$ cat config.mk
export PLATFORM = sky130hd
export DESIGN_NAME = rstcr_regs
export DESIGN_NICKNAME = d
export VERILOG_FILES = /design/src/core/rstcr_pkg.sv /design/src/core/rstcr_sync.sv /design/src/core/rstcr_slow_timer.sv /design/src/core/rstcr_regs.sv
export SDC_FILE = /design/constraint.sdc
export NUM_CORES = 1
export LEC_CHECK = 0
export BUFFER_PORTS_ARGS = -buffer_cell sky130_fd_sc_hd__buf_2
export CAP_MARGIN = 20
export CORE_ASPECT_RATIO = 1.4
export CORE_UTILIZATION = 41
export DETAILED_ROUTE_END_ITERATION = 7
export GPL_TIMING_DRIVEN = 0
export MAX_ROUTING_LAYER = met4
export PLACE_DENSITY = 0.69
export SLEW_MARGIN = 20
export SYNTH_ARGS = -nofsm -noshare
export SYNTH_HDL_FRONTEND = slang
export SYNTH_SLANG_ARGS = --single-unit
export TNS_END_PERCENT = 20
$ cat constraint.sdc
create_clock -name clk_i -period 2.1 [get_ports clk_i]
set_input_delay 0.42 -clock clk_i [delete_from_list [all_inputs] [get_ports clk_i]]
set_output_delay 0.42 -clock clk_i [all_outputs]
set_load 0.01 [all_outputs]
$ cat src/core/rstcr_pkg.sv
// Package: register map, fields, codes and timing of the reset controller register block
package rstcr_pkg;
   localparam logic [3:0]  OFF_COMMAND    = 4'h0;
   localparam logic [3:0]  OFF_STATUS     = 4'h4;
   localparam logic [3:0]  OFF_MODE       = 4'h8;
   localparam logic [7:0]  PASSWORD       = 8'hA5;
   localparam int          KEY_LSB        = 24;
   localparam int          CMD_CPU_BIT    = 0;
   localparam int          CMD_PERIPH_BIT = 2;
   localparam int          CMD_PIN_BIT    = 3;
   localparam int          ST_EDGE_BIT    = 0;
   localparam int          ST_BROWN_BIT   = 1;
   localparam int          ST_CAUSE_LSB   = 8;
   localparam int          ST_LEVEL_BIT   = 16;
   localparam int          ST_BUSY_BIT    = 17;
   localparam int          MD_PIN_EN_BIT  = 0;
   localparam int          MD_EDGE_IE_BIT = 4;
   localparam int          MD_LEN_LSB     = 8;
   localparam int          MD_BROWN_IE_BIT = 16;
   localparam logic [2:0]  CAUSE_POWER    = 3'h0;
   localparam logic [2:0]  CAUSE_WATCHDOG = 3'h2;
   localparam logic [2:0]  CAUSE_SOFT     = 3'h3;
   localparam logic [2:0]  CAUSE_USER     = 3'h4;
   localparam logic [2:0]  CAUSE_BROWN    = 3'h5;
   localparam logic [31:0] MODE_RESET     = 32'h0000_0000;
   localparam int          SYNC_CYCLES    = 2;
   localparam int          START_CYCLES   = 3;
   localparam int          SOFT_CYCLES    = 3;
   typedef struct packed {
      logic       cpu;
      logic       periph;
      logic       pin;
   } rstcr_req_t;
   typedef struct packed {
      logic       brown_ie;
      logic [3:0] len_exp;
      logic       edge_ie;
      logic       pin_en;
   } rstcr_mode_t;
endpackage : rstcr_pkg

$ cat src/core/rstcr_sync.sv
// Two-flop synchroniser for a single asynchronous level
`timescale 1ns/10ps
module rstcr_sync #(
   parameter logic RESET_VAL = 1'b1
) (
   input  wire logic clk_i,   // Clock
   input  wire logic rst_i,   // Synchronous reset
   input  wire logic d_i,     // Asynchronous level
   output logic      q_o      // Synchronised level
);
   logic meta_r;
   always_ff @(posedge clk_i) begin
      if (rst_i) begin
         meta_r <= RESET_VAL;
         q_o    <= RESET_VAL;
      end else begin
         meta_r <= d_i;
         q_o    <= meta_r;
      end
   end
endmodule : rstcr_sync

$ cat src/core/rstcr_slow_timer.sv
// Slow-clock tick counter: counts a loaded length of ticks down, flags done
`timescale 1ns/10ps
module rstcr_slow_timer #(
   parameter int W = 17
) (
   input  wire logic         clk_i,    // Clock
   input  wire logic         rst_i,    // Synchronous reset
   input  wire logic         load_i,   // Load a new length and start
   input  wire logic [W-1:0] len_i,    // Length in slow ticks
   input  wire logic         tick_i,   // Slow clock tick pulse
   output logic              run_o     // High while counting
);
   logic [W-1:0] cnt_r;
   always_ff @(posedge clk_i) begin
      if (rst_i) begin
         cnt_r <= '0;
         run_o <= 1'b0;
      end else if (load_i) begin
         cnt_r <= len_i;
         run_o <= 1'b1;
      end else if (run_o && tick_i) begin
         cnt_r <= cnt_r - W'(1);
         run_o <= (cnt_r != W'(1));
      end
   end
endmodule : rstcr_slow_timer

$ cat src/core/rstcr_regs.sv
// Reset controller register block: command, status and mode over classic Wishbone
//
// Contract
// - Command and mode writes need key 0xA5 in top byte, else discarded.
// - Command bit 0 with valid key resets processor; zero does nothing.
// - Command bit 2 with valid key resets peripherals; zero does nothing.
// - Command bit 3 with valid key drives reset pin low.
// - Status bit 0 set by pin falling edge, cleared by status read.
// - Status bit 1 set by brownout falling edge, cleared by status read.
// - Status bits 10..8 hold last processor reset cause; reads keep it.
// - Causes: 000 power-up, 010 watchdog, 011 software, 100 pin, 101 brownout; block never loads 101, a brownout only sets status bit 1.
// - Status bit 16 shows pin level sampled on master clock.
// - Status bit 17 is one while a software command runs.
// - Mode bit 0 set lets pin low start a user reset.
// - Mode bit 4 with user reset off routes edge flag to interrupt.
// - Mode bit 16 routes brownout flag to interrupt.
// - Pin pulse lasts 2^(length+1) slow cycles; length at mode bits 11..8.
// - Command writes ignored while a command is in progress.
// - Cause field updated by software only when processor bit set.
// - Pin low from own pin command is not a user reset.
// - User reset ends 2+3 slow cycles after pin rises, loads code 100.
//
// The implementer's own choice: register access over Wishbone.
`timescale 1ns/10ps
module rstcr_regs #(
   parameter int LEN_W = 17
) (
   input  wire logic        clk_i,          // Master clock, 250 MHz
   input  wire logic        rst_i,          // Synchronous reset, active high
   input  wire logic        cyc_i,          // Wishbone cycle
   input  wire logic        stb_i,          // Wishbone strobe
   input  wire logic        we_i,           // Wishbone write enable
   input  wire logic [3:0]  adr_i,          // Wishbone byte address
   input  wire logic [3:0]  sel_i,          // Wishbone byte selects
   input  wire logic [31:0] dat_i,          // Wishbone write data
   output logic      [31:0] dat_o,          // Wishbone read data
   output logic             ack_o,          // Wishbone acknowledge
   input  wire logic        slow_clk_i,     // Slow clock, asynchronous
   input  wire logic        brownout_i,     // Brownout detector output, asynchronous
   input  wire logic        watchdog_i,     // Watchdog fault pulse, same clock
   input  wire logic        pin_level_i,    // External reset pin input
   output logic             pin_level_o,    // Reset pin output value, always 0
   output logic             pin_level_oe_o, // Reset pin output enable, high drives low
   output logic             cpu_reset_o,    // Processor reset, active high
   output logic             periph_reset_o, // Peripheral reset, active high
   output logic             irq_o           // Controller interrupt
);
   ////////////////////////////////////////////////////////////////////////////
   typedef enum logic [1:0] {ST_IDLE, ST_SOFT, ST_USER_LOW, ST_USER_REL} rstcr_state_t;

   rstcr_state_t         state_r, state_nxt;
   rstcr_pkg::rstcr_mode_t mode_r;
   rstcr_pkg::rstcr_req_t  req_r;
   logic [2:0]           cause_r;
   logic                 edge_flag_r, brown_flag_r;
   logic                 pin_prev_r, brown_prev_r, slow_prev_r;
   logic                 pin_s, brown_s, slow_s;
   logic [2:0]           rel_cnt_r;
   logic                 ack_r;
   logic [31:0]          rdata_r;

   // Pin, brownout and slow clock come from outside; two flops each
   rstcr_sync #(.RESET_VAL(1'b1)) u_pin_sync (.clk_i(clk_i), .rst_i(rst_i), .d_i(pin_level_i), .q_o(pin_s));
   rstcr_sync #(.RESET_VAL(1'b1)) u_bod_sync (.clk_i(clk_i), .rst_i(rst_i), .d_i(brownout_i), .q_o(brown_s));
   rstcr_sync #(.RESET_VAL(1'b0)) u_slk_sync (.clk_i(clk_i), .rst_i(rst_i), .d_i(slow_clk_i), .q_o(slow_s));

   ////////////////////////////////////////////////////////////////////////////
   // Shared decode helpers
   function automatic logic hit(input logic [3:0] a, input logic [3:0] off);
      return a == off;
   endfunction : hit

   // High-to-low step between two samples of a synchronised level
   function automatic logic fell(input logic prev_v, input logic cur_v);
      return prev_v && !cur_v;
   endfunction : fell

   ////////////////////////////////////////////////////////////////////////////
   // Bus decode
   wire        req_w      = cyc_i && stb_i && !ack_r;
   wire        key_ok     = (dat_i[31:24] == rstcr_pkg::PASSWORD) && (sel_i == 4'hF);
   wire        wr_cmd     = req_w && we_i && hit(adr_i, rstcr_pkg::OFF_COMMAND) && key_ok;
   wire        wr_mode    = req_w && we_i && hit(adr_i, rstcr_pkg::OFF_MODE) && key_ok;
   wire        rd_status  = req_w && !we_i && hit(adr_i, rstcr_pkg::OFF_STATUS);
   wire        busy       = (state_r == ST_SOFT);
   wire        cmd_take   = wr_cmd && !busy && (state_r == ST_IDLE) &&
                            (dat_i[rstcr_pkg::CMD_CPU_BIT] || dat_i[rstcr_pkg::CMD_PERIPH_BIT] ||
                             dat_i[rstcr_pkg::CMD_PIN_BIT]);
   wire        cmd_cpu    = cmd_take && dat_i[rstcr_pkg::CMD_CPU_BIT];
   wire        cmd_per    = cmd_take && dat_i[rstcr_pkg::CMD_PERIPH_BIT];
   wire        cmd_pin    = cmd_take && dat_i[rstcr_pkg::CMD_PIN_BIT];
   wire        slow_tick  = slow_s && !slow_prev_r;
   wire        pin_fall   = fell(pin_prev_r, pin_s);
   wire        brown_fall = fell(brown_prev_r, brown_s);
   wire        pulse_run;
   wire        soft_run;
   wire [LEN_W-1:0] pulse_len = LEN_W'(1) << (LEN_W'(mode_r.len_exp) + LEN_W'(1));

   wire [31:0] status_w = {14'h0000, busy, pin_s, 5'h00, cause_r, 6'h00, brown_flag_r, edge_flag_r};
   wire [31:0] mode_w   = {15'h0000, mode_r.brown_ie, 4'h0, mode_r.len_exp, 3'h0, mode_r.edge_ie,
                           3'h0, mode_r.pin_en};
   wire [31:0] rdata_w  = we_i ? 32'h0000_0000 :
                          hit(adr_i, rstcr_pkg::OFF_STATUS) ? status_w :
                          hit(adr_i, rstcr_pkg::OFF_MODE)   ? mode_w   : 32'h0000_0000;

   // Own pin pulse masks pin-low detection so it never becomes a user reset
   wire        user_start = mode_r.pin_en && !pin_s && !pulse_run && !req_r.pin &&
                            (state_r == ST_IDLE) && !cmd_take;

   rstcr_slow_timer #(.W(LEN_W)) u_pulse (
      .clk_i  (clk_i),
      .rst_i  (rst_i),
      .load_i (cmd_pin),
      .len_i  (pulse_len),
      .tick_i (slow_tick),
      .run_o  (pulse_run)
   );
   rstcr_slow_timer #(.W(LEN_W)) u_soft (
      .clk_i  (clk_i),
      .rst_i  (rst_i),
      .load_i (cmd_take),
      .len_i  (LEN_W'(rstcr_pkg::SOFT_CYCLES)),
      .tick_i (slow_tick),
      .run_o  (soft_run)
   );

   ////////////////////////////////////////////////////////////////////////////
   // Reset state machine
   always_comb begin
      state_nxt = state_r;
      unique case (state_r)
         ST_IDLE:     if (cmd_take) begin
                         state_nxt = ST_SOFT;
                      end else if (user_start) begin
                         state_nxt = ST_USER_LOW;
                      end
         // Stay busy until our own pulse reads high again, else its tail looks like a user reset
         ST_SOFT:     if (!soft_run && !pulse_run && (pin_s || !req_r.pin)) begin
                         state_nxt = ST_IDLE;
                      end
         ST_USER_LOW: if (pin_s) begin
                         state_nxt = ST_USER_REL;
                      end
         ST_USER_REL: if (!pin_s) begin
                         state_nxt = ST_USER_LOW;
                      end else if (slow_tick && rel_cnt_r == 3'(rstcr_pkg::SYNC_CYCLES + rstcr_pkg::START_CYCLES - 1)) begin
                         state_nxt = ST_IDLE;
                      end
      endcase
   end

   always_ff @(posedge clk_i) begin
      if (rst_i) begin
         state_r   <= ST_IDLE;
         rel_cnt_r <= 3'h0;
      end else begin
         state_r   <= state_nxt;
         rel_cnt_r <= (state_r == ST_USER_REL && pin_s) ? rel_cnt_r + 3'(slow_tick) : 3'h0;
      end
   end

   always_ff @(posedge clk_i) begin
      if (rst_i) begin
         req_r <= '0;
      end else if (cmd_take) begin
         req_r <= '{cpu: cmd_cpu, periph: cmd_per, pin: cmd_pin};
      end else if (state_r == ST_SOFT && state_nxt == ST_IDLE) begin
         req_r <= '0;
      end
   end

   // Cause field: loaded by a watchdog pulse or on release, never touched by reads
   always_ff @(posedge clk_i) begin
      if (rst_i) begin
         cause_r <= rstcr_pkg::CAUSE_POWER;
      end else if (watchdog_i) begin
         cause_r <= rstcr_pkg::CAUSE_WATCHDOG;
      end else if (state_r == ST_SOFT && state_nxt == ST_IDLE && req_r.cpu) begin
         cause_r <= rstcr_pkg::CAUSE_SOFT;
      end else if (state_r == ST_USER_REL && state_nxt == ST_IDLE) begin
         cause_r <= rstcr_pkg::CAUSE_USER;
      end
   end

   // Sticky flags: a new event wins over the clearing read
   always_ff @(posedge clk_i) begin
      if (rst_i) begin
         edge_flag_r  <= 1'b0;
         brown_flag_r <= 1'b0;
         pin_prev_r   <= 1'b1;
         brown_prev_r <= 1'b1;
         slow_prev_r  <= 1'b0;
      end else begin
         edge_flag_r  <= pin_fall || (edge_flag_r && !rd_status);
         brown_flag_r <= brown_fall || (brown_flag_r && !rd_status);
         pin_prev_r   <= pin_s;
         brown_prev_r <= brown_s;
         slow_prev_r  <= slow_s;
      end
   end

   always_ff @(posedge clk_i) begin
      if (rst_i) begin
         mode_r <= '{brown_ie: rstcr_pkg::MODE_RESET[rstcr_pkg::MD_BROWN_IE_BIT],
                     len_exp:  rstcr_pkg::MODE_RESET[rstcr_pkg::MD_LEN_LSB +: 4],
                     edge_ie:  rstcr_pkg::MODE_RESET[rstcr_pkg::MD_EDGE_IE_BIT],
                     pin_en:   rstcr_pkg::MODE_RESET[rstcr_pkg::MD_PIN_EN_BIT]};
      end else if (wr_mode) begin
         mode_r <= '{brown_ie: dat_i[rstcr_pkg::MD_BROWN_IE_BIT],
                     len_exp:  dat_i[rstcr_pkg::MD_LEN_LSB +: 4],
                     edge_ie:  dat_i[rstcr_pkg::MD_EDGE_IE_BIT],
                     pin_en:   dat_i[rstcr_pkg::MD_PIN_EN_BIT]};
      end
   end

   ////////////////////////////////////////////////////////////////////////////
   // Bus answer: one cycle after the request, read data registered
   always_ff @(posedge clk_i) begin
      if (rst_i) begin
         ack_r   <= 1'b0;
         rdata_r <= 32'h0000_0000;
      end else begin
         ack_r   <= req_w;
         rdata_r <= req_w ? rdata_w : 32'h0000_0000;
      end
   end

   assign ack_o          = ack_r;
   assign dat_o          = rdata_r;
   assign pin_level_o    = 1'b0;
   assign pin_level_oe_o = pulse_run;
   assign cpu_reset_o    = (state_r == ST_SOFT && req_r.cpu) || state_r == ST_USER_LOW ||
                           state_r == ST_USER_REL;
   assign periph_reset_o = (state_r == ST_SOFT && req_r.periph) || state_r == ST_USER_LOW ||
                           state_r == ST_USER_REL;
   assign irq_o          = (edge_flag_r && mode_r.edge_ie && !mode_r.pin_en) ||
                           (brown_flag_r && mode_r.brown_ie);

   ////////////////////////////////////////////////////////////////////////////
   // Checks on what the block drives; all wait for reset to be released
   mode_key_a: assert property (
      @(posedge clk_i) disable iff (rst_i)
      (req_w && we_i && adr_i == rstcr_pkg::OFF_MODE && dat_i[31:24] != rstcr_pkg::PASSWORD) |=> $stable(mode_r))
      else $error("mode changed without key");
   cmd_key_a: assert property (
      @(posedge clk_i) disable iff (rst_i)
      (req_w && we_i && adr_i == rstcr_pkg::OFF_COMMAND && dat_i[31:24] != rstcr_pkg::PASSWORD) |-> !cmd_take)
      else $error("command taken without key");
   cmd_busy_a: assert property (
      @(posedge clk_i) disable iff (rst_i)
      cmd_take |=> busy && req_r.cpu == $past(cmd_cpu) && req_r.pin == $past(cmd_pin))
      else $error("command not started");
   busy_ignore_a: assert property (
      @(posedge clk_i) disable iff (rst_i)
      (busy && wr_cmd && state_nxt == ST_SOFT) |=> $stable(req_r))
      else $error("command taken while busy");
   flag_set_a: assert property (
      @(posedge clk_i) disable iff (rst_i)
      pin_fall |=> edge_flag_r)
      else $error("edge flag not set");
   flag_clear_a: assert property (
      @(posedge clk_i) disable iff (rst_i)
      (rd_status && !pin_fall) |=> !edge_flag_r)
      else $error("edge flag kept after read");
   brown_set_a: assert property (
      @(posedge clk_i) disable iff (rst_i)
      brown_fall |=> brown_flag_r)
      else $error("brownout flag not set");
   cause_read_a: assert property (
      @(posedge clk_i) disable iff (rst_i)
      (rd_status && !watchdog_i && state_r == ST_IDLE) |=> $stable(cause_r))
      else $error("read altered cause");
   soft_cause_a: assert property (
      @(posedge clk_i) disable iff (rst_i)
      (state_r == ST_SOFT && state_nxt == ST_IDLE && !req_r.cpu && !watchdog_i) |=> $stable(cause_r))
      else $error("cause set without processor bit");
   user_cause_a: assert property (
      @(posedge clk_i) disable iff (rst_i)
      (state_r == ST_USER_REL && state_nxt == ST_IDLE && !watchdog_i) |=> cause_r == rstcr_pkg::CAUSE_USER)
      else $error("user cause not loaded");
   user_entry_a: assert property (
      @(posedge clk_i) disable iff (rst_i)
      (state_r == ST_IDLE && mode_r.pin_en && !pin_s && !cmd_take) |=> state_r == ST_USER_LOW)
      else $error("pin low did not start user reset");
   user_block_a: assert property (
      @(posedge clk_i) disable iff (rst_i)
      (state_r == ST_IDLE && !mode_r.pin_en) |=> state_r != ST_USER_LOW)
      else $error("user reset while disabled");
   irq_clear_a: assert property (
      @(posedge clk_i) disable iff (rst_i)
      (rd_status && !pin_fall && !brown_fall) |=> !irq_o)
      else $error("irq stayed after read");
   irq_mask_a: assert property (
      @(posedge clk_i) disable iff (rst_i)
      (mode_r.pin_en && !(brown_flag_r && mode_r.brown_ie)) |-> !irq_o)
      else $error("edge irq while user reset on");
   pin_drive_a: assert property (
      @(posedge clk_i) disable iff (rst_i)
      cmd_pin |=> pin_level_oe_o [*2])
      else $error("pin pulse too short");
   own_pulse_a: assert property (
      @(posedge clk_i) disable iff (rst_i)
      (state_r == ST_IDLE && $past(state_r) == ST_SOFT && $past(req_r.pin)) |-> pin_s)
      else $error("left command while own pulse still low");
   pin_level_a: assert property (
      @(posedge clk_i) disable iff (rst_i)
      (ack_r && $past(rd_status)) |-> dat_o[rstcr_pkg::ST_LEVEL_BIT] == $past(pin_s))
      else $error("pin level wrong");
endmodule : rstcr_regs

==> metrics.cfg <==
[synth]
ys_seq_elements = 75
synthArstFlopShare_pct = 0
synth_top_flop_cell = dfxtp_1
yosys.area.top_type = dfxtp_1
yosysSeqAreaShare_pct = 41.78
mappedNetlistArea_mm2 = 0.003593
syn_inst = 398
yosys-top-cells-area = dfxtp_1, xnor2_1, buf_4
synth_common_cells = dfxtp_1, nor2_1, buf_4
synth_edf_count = 0
post-synth-top-count-cell = dfxtp_1
netlist.area_leader.share_pct = 41.78
syn_area_per_cell_um2 = 9.029
yosysUniqueCellTypes = 54
yosys_warnings = 0

[grt]
grt_overflow = 0
antenna_found_initial = 0
grt_usage_pct = 19.36
grt_first_pass_wirelength_mm = 13.35
grt_pass1_vias = 2890
grt_start_max_net_pins = 13

[pwr]
p_leak_nw = 1.890
finalPower_mw = 3.249
peakVddDrop_mv = 0.6496
power_density_mw_per_mm2 = 736.1

[placed_design]
place.gp.congestion = 0.8163
portBuffers = 47
dp_hpwl_mm = 5.899

[timing]
rsz0062_at_grt = false
finalSetupViolations = 0
fin_worst_skew_ns = 0.01044
worst_slew_pin_slew_ns = 0.6417
final.period_utilization_pct = 93.22
clock.fmax_mhz = 510.8
setup_tns_ns = 0
fin_crit_ns = 1.958
hold_viol = 0
whs_ns = 0.2819
maxSlewHeadroom_pct = 57.11
slew_viol_final = 0

[floorplan]
die_h_um = 112.8
start_util_pct = 41.99
die_x_um = 81.12
die_area_mm2 = 0.009148
rows = 40
placeableCoreArea_mm2 = 0.008558
num_io_pins = 87

[setup_path]
worstPathCellList = nand3b_1, nor3_4, nand4_4, buf_6, clkbuf_1, a211oi_1
critPathSlowestCell = nand3b_1
critPathKind = reg2reg
arrival_ns = 2.21
cp-end-kind = flip-flop
required_ns = 2.35
cp_slowest_stage_delay_ns = 0.32
critPathMaxFanout = 10
cp-start-kind = flip-flop

[route]
detail_route.vias_per_cell = 5.007
drtAntennaViolNets = 0
wl_per_cell_um = 13.47
drc = 0
vias = 2949
first_pass_iters = 6
wl_mm = 7.935
drt_iter0_drc = 153

[cts]
ctsResizeCount = 1
h-tree-depth = 3
cts_buffers = 9
tritoncts = done
cts.sinks = 75
cts.reportedPaths.clkPinSlew_ns = 0.06
clock_path_buffers = 2
clockRootBuffer = clkbuf_16
insertion_delay_ns = 0.34
cts_setup_buffers = 0
holdBufCountCts = 0

[final_layout]
area_delta_synth_final_pct = 22.84
antenna_cells = 0
layout.nets = 534
utilization_pct = 51.58
drive_gt1_share_pct = 23.14

[run_status]
run_status = complete, no violations

[job]
maxCapViolations = 0

[min_path]
hp-class = in2reg

[critical path: cells and delay by family (launching register included)]
| family | cells | cell delay [ns] |
|---|---|---|
| AOI/OAI and AO/OA | 1 | 0.29 |
| and+or+nand+nor | 3 | 0.82 |
| buffers and inverters | 2 | 0.44 |
| DFF | 1 | 0.31 |
[through the flow]
step / instances / setup WS, ns / cell area (um2)
after CTS: 589 / 0.05318 / 4372
final: 589 / 0.1424 / 4414
after global placement: 573 / -0.2235 / 4046
after floorplan: 421 / 0.1734 / 3680
after detailed placement: 573 / -0.2073 / 4046
after global routing: 589 / 0.006924 / 4414
[metal layers]
metal,vias up,global-route usage [%],wire [um]
li1,1520,-,-
met1,1377,22.30,3429
met2,42,32.55,4160
met3,10,3.629,227
met4,0,7.619,117
met5,-,-,0
[state kept, by name, indices dropped and copies added, names as in the netlist, 2 cells and up]
register / cells
dat_o: 9
mode_r: 7
u_soft.cnt_r: 17
rel_cnt_r: 3
cause_r: 3
u_pulse.cnt_r: 17
req_r: 3
state_r: 2
[cells by family after synthesis]
kind of cell | after synthesis | share of synthesized area, %
buf+inv | 48 | 7.730
other cells | 1 | 0.1044
flops | 75 | 41.78
fa+ha+maj | 6 | 2.089
simple gates | 180 | 29.18
compound gates | 51 | 9.819
xor+xnor | 29 | 7.068
mux | 8 | 2.229
[cell type report]
type | count | area [um2]
plain buffers | 40 | 251.5
clock buffers | 12 | 246.5
clock inverters | 4 | 73.82
fillers | 794 | 4144
inverters | 8 | 30.03
multi-input cells | 298 | 1944
flip-flops and latches | 75 | 1501
well taps | 105 | 131.4
repair buffers | 47 | 235.2
[final timing paths]
path	from	end	slack, ns	cells past startpoint
worst max register to register	ack_o$_SDFF_PP0_	u_pulse.cnt_r[14]$_SDFFE_PP0P_	0.14	6
worst max-delay path	ack_o$_SDFF_PP0_	u_pulse.cnt_r[14]$_SDFFE_PP0P_	0.14	6
worst min register to register	u_bod_sync.meta_r$_SDFF_PP1_	u_bod_sync.q_o$_SDFF_PP1_	0.41	1
worst min-delay path	pin_level_i	u_pin_sync.meta_r$_SDFF_PP1_	0.28	2
[placed cells by master (no fill, tap or decap), types with 10 or more instances in the layout]
cell / netlist / routed
clkbuf_1: 15 / 14
nor3_1: 14 / 13
conb_1: 1 / 24
buf_4: 24 / 24
or3_1: 10 / 10
nand2_1: 23 / 23
buf_2: 0 / 47
a21oi_1: 16 / 16
nor2_1: 47 / 47
xnor2_1: 23 / 23
dfxtp_1: 75 / 75
[where the power goes]
group          leakage, nW  total, mW  internal (mW)  switching [mW]
Sequential           0.606       1.44           1.43         0.00604
Combinational         1.13      0.152         0.0716          0.0803
Clock                0.157       1.66           1.07           0.584
No activity file was read; power rests on OpenSTA's default activity.
